<file path="config.mk">
export PLATFORM = sky130hd
export DESIGN_NAME = ipf_priority_regs
export DESIGN_NICKNAME = d
export VERILOG_FILES = /design/src/rtl/ipf_pkg.sv /design/src/rtl/ipf_level_arbiter.sv /design/src/rtl/ipf_priority_regs.sv /design/src/rtl/ipf_src_gate.sv
export SDC_FILE = /design/constraint.sdc
export NUM_CORES = 1
export LEC_CHECK = 0
export ABC_AREA = 1
export BUFFER_PORTS_ARGS = -buffer_cell sky130_fd_sc_hd__buf_4
export CORE_UTILIZATION = 43
export DETAILED_ROUTE_END_ITERATION = 8
export HOLD_SLACK_MARGIN = 0.05
export PLACE_DENSITY = 0.81
export SYNTH_ARGS = -nofsm -noshare
export SYNTH_HDL_FRONTEND = slang
export SYNTH_SLANG_ARGS = --single-unit
</file>
<file path="constraint.sdc">
create_clock -name sys_clk_in -period 5.2 [get_ports sys_clk_in]
set_clock_uncertainty 0.15 [all_clocks]
set_input_delay 0.26 -clock sys_clk_in [delete_from_list [all_inputs] [get_ports sys_clk_in]]
set_output_delay 0.26 -clock sys_clk_in [all_outputs]
set_load 0.01 [all_outputs]
</file>
<file path="src/rtl/ipf_pkg.sv">
// Package with register map, field layout and level codes for the priority fields
package ipf_pkg;
  localparam int ADDR_W = 4;
  localparam int DATA_W = 16;
  localparam int LEVEL_W = 3;
  localparam int NUM_SRC = 4;
  localparam int SRC_W = 2;

  // Register offsets
  localparam logic [3:0] OFS_TIMER_EXT = 4'h0;
  localparam logic [3:0] OFS_SPI2 = 4'h1;

  // Field positions (lsb of each 3-bit field)
  localparam int POS_EXT_TWO = 4;
  localparam int POS_TIMER_FIVE = 0;
  localparam int POS_SPI_EVENT = 4;
  localparam int POS_SPI_FAULT = 0;

  // Implemented bits of each register
  localparam logic [15:0] IMPL_MASK = 16'h0077;

  // Level codes
  localparam logic [2:0] LEVEL_OFF = 3'h0;
  localparam logic [2:0] LEVEL_MIN = 3'h1;
  localparam logic [2:0] LEVEL_MAX = 3'h7;
  localparam logic [2:0] LEVEL_RESET = 3'h4;

  // Source indices
  localparam logic [1:0] SRC_TIMER_FIVE = 2'h0;
  localparam logic [1:0] SRC_EXT_TWO = 2'h1;
  localparam logic [1:0] SRC_SPI_EVENT = 2'h2;
  localparam logic [1:0] SRC_SPI_FAULT = 2'h3;
endpackage

</file>
<file path="src/rtl/ipf_level_arbiter.sv">
// Picks the highest effective level among the sources, lowest index wins a tie
`timescale 1ns/1ps
module ipf_level_arbiter #(
  parameter int NUM_SRC = 4,
  parameter int LEVEL_W = 3,
  parameter int SRC_W = 2
) (
  input wire logic [NUM_SRC*LEVEL_W-1:0] levels_in,
  output logic [LEVEL_W-1:0] best_level_out,
  output logic [SRC_W-1:0] best_src_out
);
  always_comb begin
    best_level_out = '0;
    best_src_out = '0;
    for (int i = 0; i < NUM_SRC; i++) begin
      if (levels_in[i*LEVEL_W +: LEVEL_W] > best_level_out) begin
        best_level_out = levels_in[i*LEVEL_W +: LEVEL_W];
        best_src_out = SRC_W'(i);
      end
    end
  end

  generate
    if (NUM_SRC < 1 || NUM_SRC > (1 << SRC_W)) begin : g_bad_count
      $error("ipf_level_arbiter: NUM_SRC does not fit SRC_W");
    end
  endgenerate
endmodule

</file>
<file path="src/rtl/ipf_priority_regs.sv">
// Priority field registers for timer five, external irq two and both SPI2 sources
//
// Overview of operation
// - Code 111 means level 7, the highest
// - Code 001 is level 1; codes map linearly
// - Code 000 disables the source entirely
// - SPI2 register bits 15-7, 3 read zero
`timescale 1ns/1ps
module ipf_priority_regs #(
  parameter int ADDR_W = ipf_pkg::ADDR_W,
  parameter int DATA_W = ipf_pkg::DATA_W
) (
  input wire logic sys_clk_in,
  input wire logic rst_n_in,
  input wire logic [ADDR_W-1:0] addr_in,
  input wire logic [DATA_W-1:0] wdata_in,
  input wire logic wr_in,
  input wire logic rd_in,
  output logic [DATA_W-1:0] rdata_out,
  input wire logic [ipf_pkg::NUM_SRC-1:0] irq_pending_in,
  input wire logic [ipf_pkg::LEVEL_W-1:0] cpu_priority_in,
  output logic [ipf_pkg::NUM_SRC*ipf_pkg::LEVEL_W-1:0] eff_levels_out,
  output logic [ipf_pkg::LEVEL_W-1:0] best_level_out,
  output logic [ipf_pkg::SRC_W-1:0] best_src_out,
  output logic irq_req_out
);
  localparam int LW = ipf_pkg::LEVEL_W;
  localparam int NS = ipf_pkg::NUM_SRC;

  generate
    if (ADDR_W < 4 || DATA_W != 16) begin : g_bad_bus
      $error("ipf_priority_regs: ADDR_W must be at least 4 and DATA_W 16");
    end
  endgenerate

  // Priority fields
  logic [LW-1:0] timer_five_priority;
  logic [LW-1:0] external_irq_two_priority;
  logic [LW-1:0] spi_two_event_priority;
  logic [LW-1:0] spi_two_fault_priority;

  // Pack two fields into one register image, unimplemented bits zero
  function automatic logic [15:0] pack_fields(input logic [LW-1:0] upper, input logic [LW-1:0] lower);
    logic [15:0] img;
    img = 16'h0000;
    img[ipf_pkg::POS_SPI_EVENT +: LW] = upper;
    img[ipf_pkg::POS_SPI_FAULT +: LW] = lower;
    return img & ipf_pkg::IMPL_MASK;
  endfunction

  // Decode of the plain register port
  wire logic hit_timer_ext;
  wire logic hit_spi2;
  wire logic wr_timer_ext;
  wire logic wr_spi2;
  wire logic [15:0] masked_wdata;
  wire logic [15:0] timer_ext_image;
  wire logic [15:0] spi2_image;
  wire logic [15:0] next_rdata;

  assign hit_timer_ext = (addr_in == ADDR_W'(ipf_pkg::OFS_TIMER_EXT));
  assign hit_spi2 = (addr_in == ADDR_W'(ipf_pkg::OFS_SPI2));
  assign wr_timer_ext = wr_in && hit_timer_ext;
  assign wr_spi2 = wr_in && hit_spi2;
  // Writes to unimplemented bits are dropped here
  assign masked_wdata = wdata_in & ipf_pkg::IMPL_MASK;
  assign timer_ext_image = pack_fields(external_irq_two_priority, timer_five_priority);
  assign spi2_image = pack_fields(spi_two_event_priority, spi_two_fault_priority);
  // Unmapped addresses and idle cycles read zero
  assign next_rdata = !rd_in ? 16'h0000 :
                      hit_timer_ext ? timer_ext_image :
                      hit_spi2 ? spi2_image : 16'h0000;

  // Field registers
  always_ff @(posedge sys_clk_in) begin
    if (!rst_n_in) begin
      timer_five_priority <= ipf_pkg::LEVEL_RESET;
      external_irq_two_priority <= ipf_pkg::LEVEL_RESET;
      spi_two_event_priority <= ipf_pkg::LEVEL_RESET;
      spi_two_fault_priority <= ipf_pkg::LEVEL_RESET;
    end else begin
      if (wr_timer_ext) begin
        external_irq_two_priority <= masked_wdata[ipf_pkg::POS_EXT_TWO +: LW];
        timer_five_priority <= masked_wdata[ipf_pkg::POS_TIMER_FIVE +: LW];
      end
      if (wr_spi2) begin
        spi_two_event_priority <= masked_wdata[ipf_pkg::POS_SPI_EVENT +: LW];
        spi_two_fault_priority <= masked_wdata[ipf_pkg::POS_SPI_FAULT +: LW];
      end
    end
  end

  // Read data valid only in the cycle after the strobe
  always_ff @(posedge sys_clk_in) begin
    if (!rst_n_in) begin
      rdata_out <= 16'h0000;
    end else begin
      rdata_out <= next_rdata;
    end
  end

  // Effective level per source, in source index order
  wire logic [NS*LW-1:0] field_vec;
  wire logic [NS*LW-1:0] next_eff_levels;
  wire logic [LW-1:0] next_best_level;
  wire logic [ipf_pkg::SRC_W-1:0] next_best_src;
  wire logic next_irq_req;

  assign field_vec = {spi_two_fault_priority, spi_two_event_priority,
                      external_irq_two_priority, timer_five_priority};

  genvar g;
  generate
    for (g = 0; g < NS; g++) begin : g_src
      // Level equals code, zero gates the source off
      ipf_src_gate #(
        .LEVEL_W(LW)
      ) u_gate (
        .pending_in(irq_pending_in[g]),
        .level_in(field_vec[g*LW +: LW]),
        .eff_level_out(next_eff_levels[g*LW +: LW])
      );
    end
  endgenerate

  // Highest level wins, level 7 beats every lower level
  ipf_level_arbiter #(
    .NUM_SRC(NS),
    .LEVEL_W(LW),
    .SRC_W(ipf_pkg::SRC_W)
  ) u_arbiter (
    .levels_in(next_eff_levels),
    .best_level_out(next_best_level),
    .best_src_out(next_best_src)
  );

  // Request only above the processor's current level; level 0 never qualifies
  assign next_irq_req = (next_best_level != ipf_pkg::LEVEL_OFF) && (next_best_level > cpu_priority_in);

  always_ff @(posedge sys_clk_in) begin
    if (!rst_n_in) begin
      eff_levels_out <= '0;
      best_level_out <= ipf_pkg::LEVEL_OFF;
      best_src_out <= '0;
      irq_req_out <= 1'b0;
    end else begin
      eff_levels_out <= next_eff_levels;
      best_level_out <= next_best_level;
      best_src_out <= next_best_src;
      irq_req_out <= next_irq_req;
    end
  end

  // Per-source checks on the registered levels
  generate
    for (genvar k = 0; k < NS; k++) begin : g_chk

    end
  endgenerate
endmodule

</file>
<file path="src/rtl/ipf_src_gate.sv">
// Gate that turns a pending source and its priority field into an effective level
`timescale 1ns/1ps
module ipf_src_gate #(
  parameter int LEVEL_W = 3
) (
  input wire logic pending_in,
  input wire logic [LEVEL_W-1:0] level_in,
  output logic [LEVEL_W-1:0] eff_level_out
);
  wire logic enabled;

  // Code maps straight to level; zero means no request at all
  assign enabled = (level_in != '0);
  assign eff_level_out = (pending_in && enabled) ? level_in : '0;

  generate
    if (LEVEL_W < 1) begin : g_bad_width
      $error("ipf_src_gate: LEVEL_W must be at least 1");
    end
  endgenerate
endmodule

</file>
==> results_dict.tcl, run 1 <==
set metrics [dict create \
    post-synth-top-area-fraction_pct 39.6 \
    cts_made_buffers 5 \
    p_comb_share_pct 28.0 \
    switching_share_pct 31.8 \
    grt_pass1_vias 1412 \
    io_pins 65 \
    min_path_type "input port to register" \
    slowest_delay_ns 0.40 \
    outcome "finished clean" \
    synth.distinct_cells 29 \
    min_period_ns 4.67 \
    grt_pass1_wl_mm 6.02 \
    crit_type "register to register" \
    cts_sinks 36 \
    start_util_pct 45.2 \
    core_area_sq_mm 0.00403 \
    final_max_slew_viol_count 0 \
    p_sw_w 0.000218 \
    dieArea_sq_mm 0.00450 \
    tightest_slew_ns 0.681 \
    critical_path.startpoint "timer_five_priority[2]$_SDFFE_PN1P_" \
    htreeDepth 2 \
    die_y_um 67.0 \
    route.detailed.drc 0 \
    setup_violations 0 \
    fmax_ghz 0.214 \
    start_kind "register" \
    grt-ovfl-total 0 \
    drt_first_pass_iters 4 \
    yosysMostFrequentCell "nand2_1" \
    cts-resized-gates 0 \
    pwr_density_cell_mw_per_mm2 299 \
    critPathSlowestCell "dfxtp_1" \
    yosysWarnings 0 \
    clock_power_share_pct 28.6 \
    seqCellArea_sq_um 721 \
    vias 1617 \
    drtIter0Drc 67 \
    cts_buffer_depth 2 \
    final_util_pct 56.9 \
    clock_latency_ns 0.29 \
    grt_antenna_before_repair 0 \
    area_growth_pct 25.9 \
    critPathRequiredTime_ns 5.28 \
    fillers 381 \
    hold_buffers 4 \
    critical_path_arrival_ns 4.75 \
    rsz0062_at_grt "no" \
    antennaDiodeCount 0 \
    post_drt_wl_per_cell_um 10.7 \
    multi_input_area_sq_um 917 \
    async_reset_ff_share_pct 0 \
    internal-power_w 0.000467 \
    clock-root-buffer "clkbuf_8" \
    ys_seq_area_share_pct 39.6 \
    fp.dieW_um 67.0 \
    slew_headroom_pct 54.3 \
    maxCapViolCount 0 \
    ys.flop_type "dfxtp_1" \
    tritoncts "done" \
    layout.nets 333 \
    dp_hpwl_mm 2.88 \
    drt-total-wl_mm 3.66 \
    yosysTopAreaCell "dfxtp_1" \
    irDropWorstVdd_v 0.000100 \
    cp-end-kind "register" \
    p_leak_nw 1.12 \
    netlist_instances 240 \
    viasPerCell 4.73 \
    synth_edf_count 0 \
    hold_viol 0 \
    gp_congestion 0.853 \
    avgSynthCellArea_sq_um 7.58 \
    r2r_start "timer_five_priority[2]$_SDFFE_PN1P_" \
    min_from "irq_pending_in[0]" \
    holdWs_ns 0.0926 \
    synth_common_cells "nand2_1 (43), dfxtp_1 (36), nor2_1 (24)" \
    crit_fanout 5 \
    portBuffers 44 \
    post-cts-setup-buffers 0 \
    antenna_left 0 \
    setup_tns_ns 0 \
    ys_ff_latch 36 \
    cts.clk_slew.worst_paths_ns 0.08 \
    seqPwrFrac_pct 43.4 \
    syn_area_sq_mm 0.00182 \
    synth.area.top_cells "dfxtp_1 (40%), nand2_1 (8.9%), ha_1 (7.6%)" \
    grt_max_degree 18 \
    period_share_pct 89.8 \
    crit_path_frequent_cell "inv_2" \
    rows 23 \
    drive_above_1_share_pct 30.5 \
    grtUsageTotal_pct 18.5 \
]
power groups by stage:
| stage | logic, W | clock network (W) | registers [W] |
|---|---|---|---|
| final | 0.000192 | 0.000196 | 0.000297 |
| after global routing | 0.000219 | 0.000217 | 0.000299 |
| after CTS | 0.000193 | 0.000201 | 0.000297 |
| after detailed placement | 0.000189 | 0 | 0.000303 |
| after global placement | 0.000183 | 0 | 0.000303 |
| after floorplan | 0.000131 | 0 | 0.000310 |
cell usage in the layout (no fill, tap or decap), drive strengths merged, types with 5 or more instances in the layout:
cell type	n
nand2	51
buf	44
dfxtp	36
inv	33
nor2	30
nand3	28
a21oi	14
ha	11
conb	10
o21ai	10
clkbuf	5
kinds of logic after synthesis:
logic type	count (synthesis)	synth area share, %
AOI/OAI and AO/OA	28	8.18
other	1	0.206
and+or+nand+nor	117	32.6
DFF	36	39.6
buffers and inverters	47	11.8
adders and majority gates	11	7.57
flip-flops by register name, indices dropped and copies added, names as in the netlist:
| signal | count |
|---|---|
| eff_levels_out | 12 |
| rdata_out | 6 |
| best_level_out | 3 |
| external_irq_two_priority | 3 |
| spi_two_event_priority | 3 |
| spi_two_fault_priority | 3 |
| timer_five_priority | 3 |
| best_src_out | 2 |
| irq_req_out | 1 |
critical path: cells and delay by family (launching register included):
family                   cells  cell delay (ns)
AO/OA/AOI/OAI                5             0.81
AND/OR/NAND/NOR             15             1.57
buffers and inverters        7             0.44
adder cells (fa/ha/maj)      4             1.21
flip-flops                   1             0.40
final cells by class:
cell class                 instances  area share, %
clock buffer                       5           3.00
clock inverter                     3           1.04
inverter                          34           5.57
multi-input combinational        166           40.0
sequential                        36           31.5
tap                               50           2.73
timing repair buffer              48           16.2
per-stage QoR:
| step | area, sq um | std cells | setup WS [ns] | total power [W] |
|---|---|---|---|---|
| after floorplan | 1850 | 249 | 1.04 | 0.000441 |
| after global placement | 2160 | 330 | 0.666 | 0.000485 |
| after detailed placement | 2160 | 330 | 0.537 | 0.000492 |
| after CTS | 2290 | 342 | 0.547 | 0.000691 |
| after global routing | 2290 | 342 | 0.125 | 0.000735 |
| final | 2290 | 342 | 0.529 | 0.000685 |
path summary, 6_finish.rpt:
path / end / slack, ns / cells past startpoint
worst min register to register: external_irq_two_priority[0]$_SDFFE_PN0P_ / 0.34 / 2
worst min-delay path: eff_levels_out[0]$_SDFF_PN0_ / 0.09 / 3
worst max-delay path: irq_req_out$_SDFF_PN0_ / 0.53 / 31
worst max register to register: irq_req_out$_SDFF_PN0_ / 0.53 / 31
layer usage:
| layer | GRT usage (%) | wire length (um) |
|---|---|---|
| met1 | 20.5 | 1560 |
| met2 | 31.5 | 1830 |
| met3 | 6.34 | 201 |
| met4 | 7.98 | 71 |
| met5 | 0 | 0 |
(Power assumes the default switching activity.)
==> run 2: changes to the inputs <==
--- a/config.mk
+++ b/config.mk
@@ -8,8 +8,8 @@
 export ABC_AREA = 1
 export BUFFER_PORTS_ARGS = -buffer_cell sky130_fd_sc_hd__buf_4
-export CORE_UTILIZATION = 43
+export CORE_UTILIZATION = 45
 export DETAILED_ROUTE_END_ITERATION = 8
 export HOLD_SLACK_MARGIN = 0.05
-export PLACE_DENSITY = 0.81
+export PLACE_DENSITY = 0.83
 export SYNTH_ARGS = -nofsm -noshare
 export SYNTH_HDL_FRONTEND = slang
==> constraint.sdc (replaced) <==
create_clock -name sys_clk_in -period 5.2 [get_ports sys_clk_in]
set_clock_uncertainty 0.15 [all_clocks]
set_input_delay 1.04 -clock sys_clk_in [delete_from_list [all_inputs] [get_ports sys_clk_in]]
set_output_delay 1.04 -clock sys_clk_in [all_outputs]
set_load 0.01 [all_outputs]
==> results_dict.tcl, run 2 (same netlist as run 1, synthesis figures left out) <==
set metrics [dict create \
    outcome "finished clean" \
    route.detailed.drc 0 \
    slowest_delay_ns 0.32 \
    wl_met3_um 189 \
    htreeDepth 2 \
    core_area_sq_mm 0.00377 \
    grt_pass1_vias 1393 \
    cts_sinks 36 \
    crit_fanout 5 \
    layout_common_cells "buf_4 (54), nand2_1 (43), dfxtp_1 (36)" \
    wirelength_met1_mm 1.66 \
    grt_pass1_wl_mm 5.98 \
    clock-root-buffer "clkbuf_8" \
    drive_above_1_share_pct 33.9 \
    layout.nets 339 \
    dp_cells 338 \
    final_common_cell "buf_4" \
    viasPerCell 4.78 \
    irDropWorstVdd_v 0.000135 \
    cts_buffer_depth 2 \
    cts.clk_slew.worst_paths_ns 0.07 \
    slew_headroom_pct 54.7 \
    rows 22 \
    portBuffers 44 \
    grt_antenna_before_repair 0 \
    dieArea_sq_mm 0.00430 \
    critPathRequiredTime_ns 5.28 \
    dr_wl_met2_mm 1.79 \
    tightest_slew_ns 0.674 \
    post-cts-setup-buffers 0 \
    hold_buffers 0 \
    gp_congestion 0.834 \
    multi_input_area_sq_um 937 \
    drt-total-wl_mm 3.70 \
    antenna_left 0 \
    highest_layer "met4" \
    antennaDiodeCount 0 \
    start_util_pct 48.2 \
    critPathSlowestCell "ha_1" \
    grt_max_degree 18 \
    final_max_slew_viol_count 0 \
    io_pins 65 \
    power.total_w 0.000768 \
    fmax_ghz 0.205 \
    start_kind "input port" \
    largest_registers "eff_levels_out: 12 flops, rdata_out: 6 flops" \
    cts_made_buffers 5 \
    cp-end-kind "register" \
    hold_viol 0 \
    dp_worst_setup_slack_ns 0.00743 \
    largest-register "eff_levels_out" \
    largest_register_ffs 12 \
    period_share_pct 93.7 \
    setup_violations 0 \
    grtUsageTotal_pct 18.8 \
    timing.critical_path.depth 34 \
    critPathBufInv 9 \
    rsz0062_at_grt "no" \
    tritoncts "done" \
    dp_hpwl_mm 2.93 \
    post_drt_wl_per_cell_um 10.7 \
    fp.dieW_um 65.6 \
    min_period_ns 4.87 \
    maxCapViolCount 0 \
    pwr_density_cell_mw_per_mm2 325 \
    reg2reg_depth 32 \
    clock_latency_ns 0.30 \
    grt-ovfl-total 0 \
    drt_first_pass_iters 4 \
    fin_cells 346 \
    min_path_type "register to register" \
    vias 1653 \
    whs_path_depth 2 \
    crit_path_frequent_cell "inv_2" \
    critical-path-top-delay-family "simple AND/OR/NAND/NOR gates" \
    fillers 332 \
    area_growth_pct 29.8 \
    fin_ws_ns 0.325 \
    drtIter0Drc 78 \
    setup_tns_ns 0 \
    crit_type "input port to register" \
    die_y_um 65.6 \
    critical_path_arrival_ns 4.96 \
    seqCellArea_sq_um 721 \
    p_leak_nw 1.17 \
]
==> run 2: changes by cell type in the layout (fill, tap and decap cells not counted), sizes merged <==
| cell | before | now |
|---|---|---|
| buf | 44 | 54 |
| clkinvlp | 2 | 1 |
| bufinv | 0 | 1 |
| dlygate4sd3 | 4 | 0 |
==> run 2: repair_timing <==
item	4_1_cts	5_1_grt
endpoints found under the hold margin	0	0
resized for setup	0	3
setup endpoints to repair	0	1
==> run 2: area by class of cell <==
type | count | area share, %
Inverter | 34 | 5.40
Timing Repair Buffer | 54 | 17.2
Tap cell | 48 | 2.54
Clock buffer | 5 | 2.91
Sequential cell | 36 | 30.5
Clock inverter | 3 | 1.80
Multi-Input combinational cell | 166 | 39.7
==> run 2: power breakdown <==
| group | total (W) | switching [W] | internal (W) | leakage, nW |
|---|---|---|---|---|
| logic | 0.000228 | 0.000120 | 0.000108 | 0.822 |
| registers | 0.000297 | 0.00000544 | 0.000291 | 0.293 |
| clock network | 0.000243 | 0.000102 | 0.000142 | 0.0541 |
| total | 0.000768 | 0.000227 | 0.000541 | 1.17 |
==> run 2: worst reg2reg max path, delay by kind of cell, from the launching register on <==
kind / cells / cell delay, ns
simple gates: 16 / 1.50
flops: 1 / 0.40
buf+inv: 7 / 0.38
fa+ha+maj: 4 / 1.24
compound gates: 5 / 0.71
==> run 2: path summary, 6_finish.rpt <==
kind | from | endpoint | slack, ns
setup / recovery | irq_pending_in[1] | irq_req_out$_SDFF_PN0_ | 0.33
hold / removal | timer_five_priority[0]$_SDFFE_PN0P_ | eff_levels_out[0]$_SDFF_PN0_ | 0.35
setup reg to reg | timer_five_priority[2]$_SDFFE_PN1P_ | irq_req_out$_SDFF_PN0_ | 0.77
hold reg to reg | timer_five_priority[0]$_SDFFE_PN0P_ | eff_levels_out[0]$_SDFF_PN0_ | 0.35
==> run 2: stage by stage <==
step                      hold WS, ns  cell area (sq um)  utilization, %
after floorplan                 0.295               1850               -
after global placement          0.332               2230            59.2
after detailed placement        0.341               2230            59.2
after CTS                       0.354               2340            62.1
after global routing            0.374               2360            62.6
final                           0.347               2360            62.6
==> run 2: routing by layer <==
metal	track usage, %	up-vias
met4	8.15	0
met5	0	-
met3	6.25	6
li1	-	861
met2	30.5	40
met1	22.4	746
==> run 3: changes to the inputs <==
==> constraint.sdc (replaced) <==
create_clock -name sys_clk_in -period 5.2 [get_ports sys_clk_in]
set_clock_uncertainty 0.15 [all_clocks]
set_input_delay 0.52 -clock sys_clk_in [delete_from_list [all_inputs] [get_ports sys_clk_in]]
set_output_delay 0.52 -clock sys_clk_in [all_outputs]
set_load 0.01 [all_outputs]
==> results_dict.tcl, run 3 (same netlist as run 1, synthesis figures left out) <==
set metrics [dict create \
    maxCapViolCount 0 \
    cts_made_buffers 5 \
    period_share_pct 89.8 \
    largest_register_ffs 12 \
    cts_buffer_depth 2 \
    tightest_slew_ns 0.677 \
    cts.clk_slew.worst_paths_ns 0.07 \
    start_kind "register" \
    grt_max_degree 18 \
    post_drt_wl_per_cell_um 10.7 \
    start_util_pct 48.2 \
    grt_antenna_before_repair 0 \
    fmax_ghz 0.214 \
    drtIter0Drc 65 \
    slowest_delay_ns 0.40 \
    area_growth_pct 24.6 \
    layout_common_cells "buf_4 (44), nand2_1 (43), dfxtp_1 (36)" \
    grtUsageTotal_pct 17.8 \
    pwr_density_cell_mw_per_mm2 319 \
    setup_tns_ns 0 \
    portBuffers 44 \
    layout.nets 329 \
    fp.dieW_um 65.6 \
    hold_viol 0 \
    crit_path_frequent_cell "inv_2" \
    largest-register "eff_levels_out" \
    critical_path_arrival_ns 4.75 \
    tritoncts "done" \
    htreeDepth 2 \
    io_pins 65 \
    setup_violations 0 \
    grt_pass1_vias 1376 \
    cts-resized-gates 0 \
    critPathRequiredTime_ns 5.28 \
    min_period_ns 4.67 \
    dieArea_sq_mm 0.00430 \
    dp_hpwl_mm 2.90 \
    core_area_sq_mm 0.00377 \
    p_leak_nw 1.12 \
    clock_latency_ns 0.30 \
    rows 22 \
    post-cts-setup-buffers 0 \
    drive_above_1_share_pct 30.9 \
    slew_headroom_pct 54.5 \
    fillers 354 \
    grt-ovfl-total 0 \
    largest_registers "eff_levels_out: 12 flops, rdata_out: 6 flops" \
    critPathSlowestCell "dfxtp_1" \
    antennaDiodeCount 0 \
    gp_congestion 0.831 \
    viasPerCell 4.83 \
    antenna_left 0 \
    drt-total-wl_mm 3.58 \
    rsz0062_at_grt "no" \
    final_util_pct 60.1 \
    crit_type "register to register" \
    cts_sinks 36 \
    grt_pass1_wl_mm 5.62 \
    crit_fanout 5 \
    vias 1624 \
    drt_first_pass_iters 4 \
    clock-root-buffer "clkbuf_8" \
    route.detailed.drc 0 \
    final_max_slew_viol_count 0 \
    cp-end-kind "register" \
    final_common_cell "buf_4" \
    die_y_um 65.6 \
    hold_buffers 0 \
    irDropWorstVdd_v 0.000139 \
    outcome "finished clean" \
    min_path_type "input port to register" \
]
## run 3: power breakdown
part	switching, W	internal (W)	total, W
clock network	0.0000982	0.000142	0.000240
registers	0.00000570	0.000291	0.000297
logic	0.000109	0.0000785	0.000187
## run 3: layout make-up
| type | count | area, sq um | area share (%) |
|---|---|---|---|
| clock buffers | 5 | 68.8 | 3.04 |
| flip-flops and latches | 36 | 721 | 31.8 |
| repair buffers | 44 | 330 | 14.6 |
| inverters | 34 | 128 | 5.63 |
| clock inverters | 3 | 42.5 | 1.88 |
| well taps | 48 | 60.1 | 2.65 |
| multi-input cells | 166 | 917 | 40.5 |
## run 3: layer usage
layer	vias to the layer above	part of all wire (%)	track usage (%)
li1	842	-	-
met1	720	44	20.1
met2	54	47	29.5
met3	8	6.6	6.77
met4	0	2.1	8.15
met5	-	0	0
## run 3: final timing paths
kind / depth (start not counted) / slack [ns] / end / startpoint
min: 3 / 0.30 / spi_two_fault_priority[2]$_SDFFE_PN1P_ / wdata_in[2]
max: 31 / 0.53 / irq_req_out$_SDFF_PN0_ / timer_five_priority[2]$_SDFFE_PN1P_
min reg2reg: 2 / 0.34 / external_irq_two_priority[0]$_SDFFE_PN0P_ / external_irq_two_priority[0]$_SDFFE_PN0P_
max reg2reg: 31 / 0.53 / irq_req_out$_SDFF_PN0_ / timer_five_priority[2]$_SDFFE_PN1P_
## run 3: worst max-delay path: cells and delay by family (launching register included)
kind                       cells  cell delay [ns]
and+or+nand+nor               15             1.59
adders and majority gates      4             1.21
AOI/OAI and AO/OA              5             0.80
buffers and inverters          7             0.44
DFF                            1             0.40
## run 3: per-stage QoR
stage	setup WS [ns]	hold WS, ns	std cells	total power, W	instance area (sq um)
after CTS	0.550	0.290	336	0.000732	2270
after global placement	0.408	0.331	328	0.000485	2160
after detailed placement	0.277	0.334	328	0.000491	2160
after floorplan	0.836	0.295	249	0.000441	1850
final	0.529	0.299	336	0.000724	2270
after global routing	0.147	0.298	336	0.000766	2270
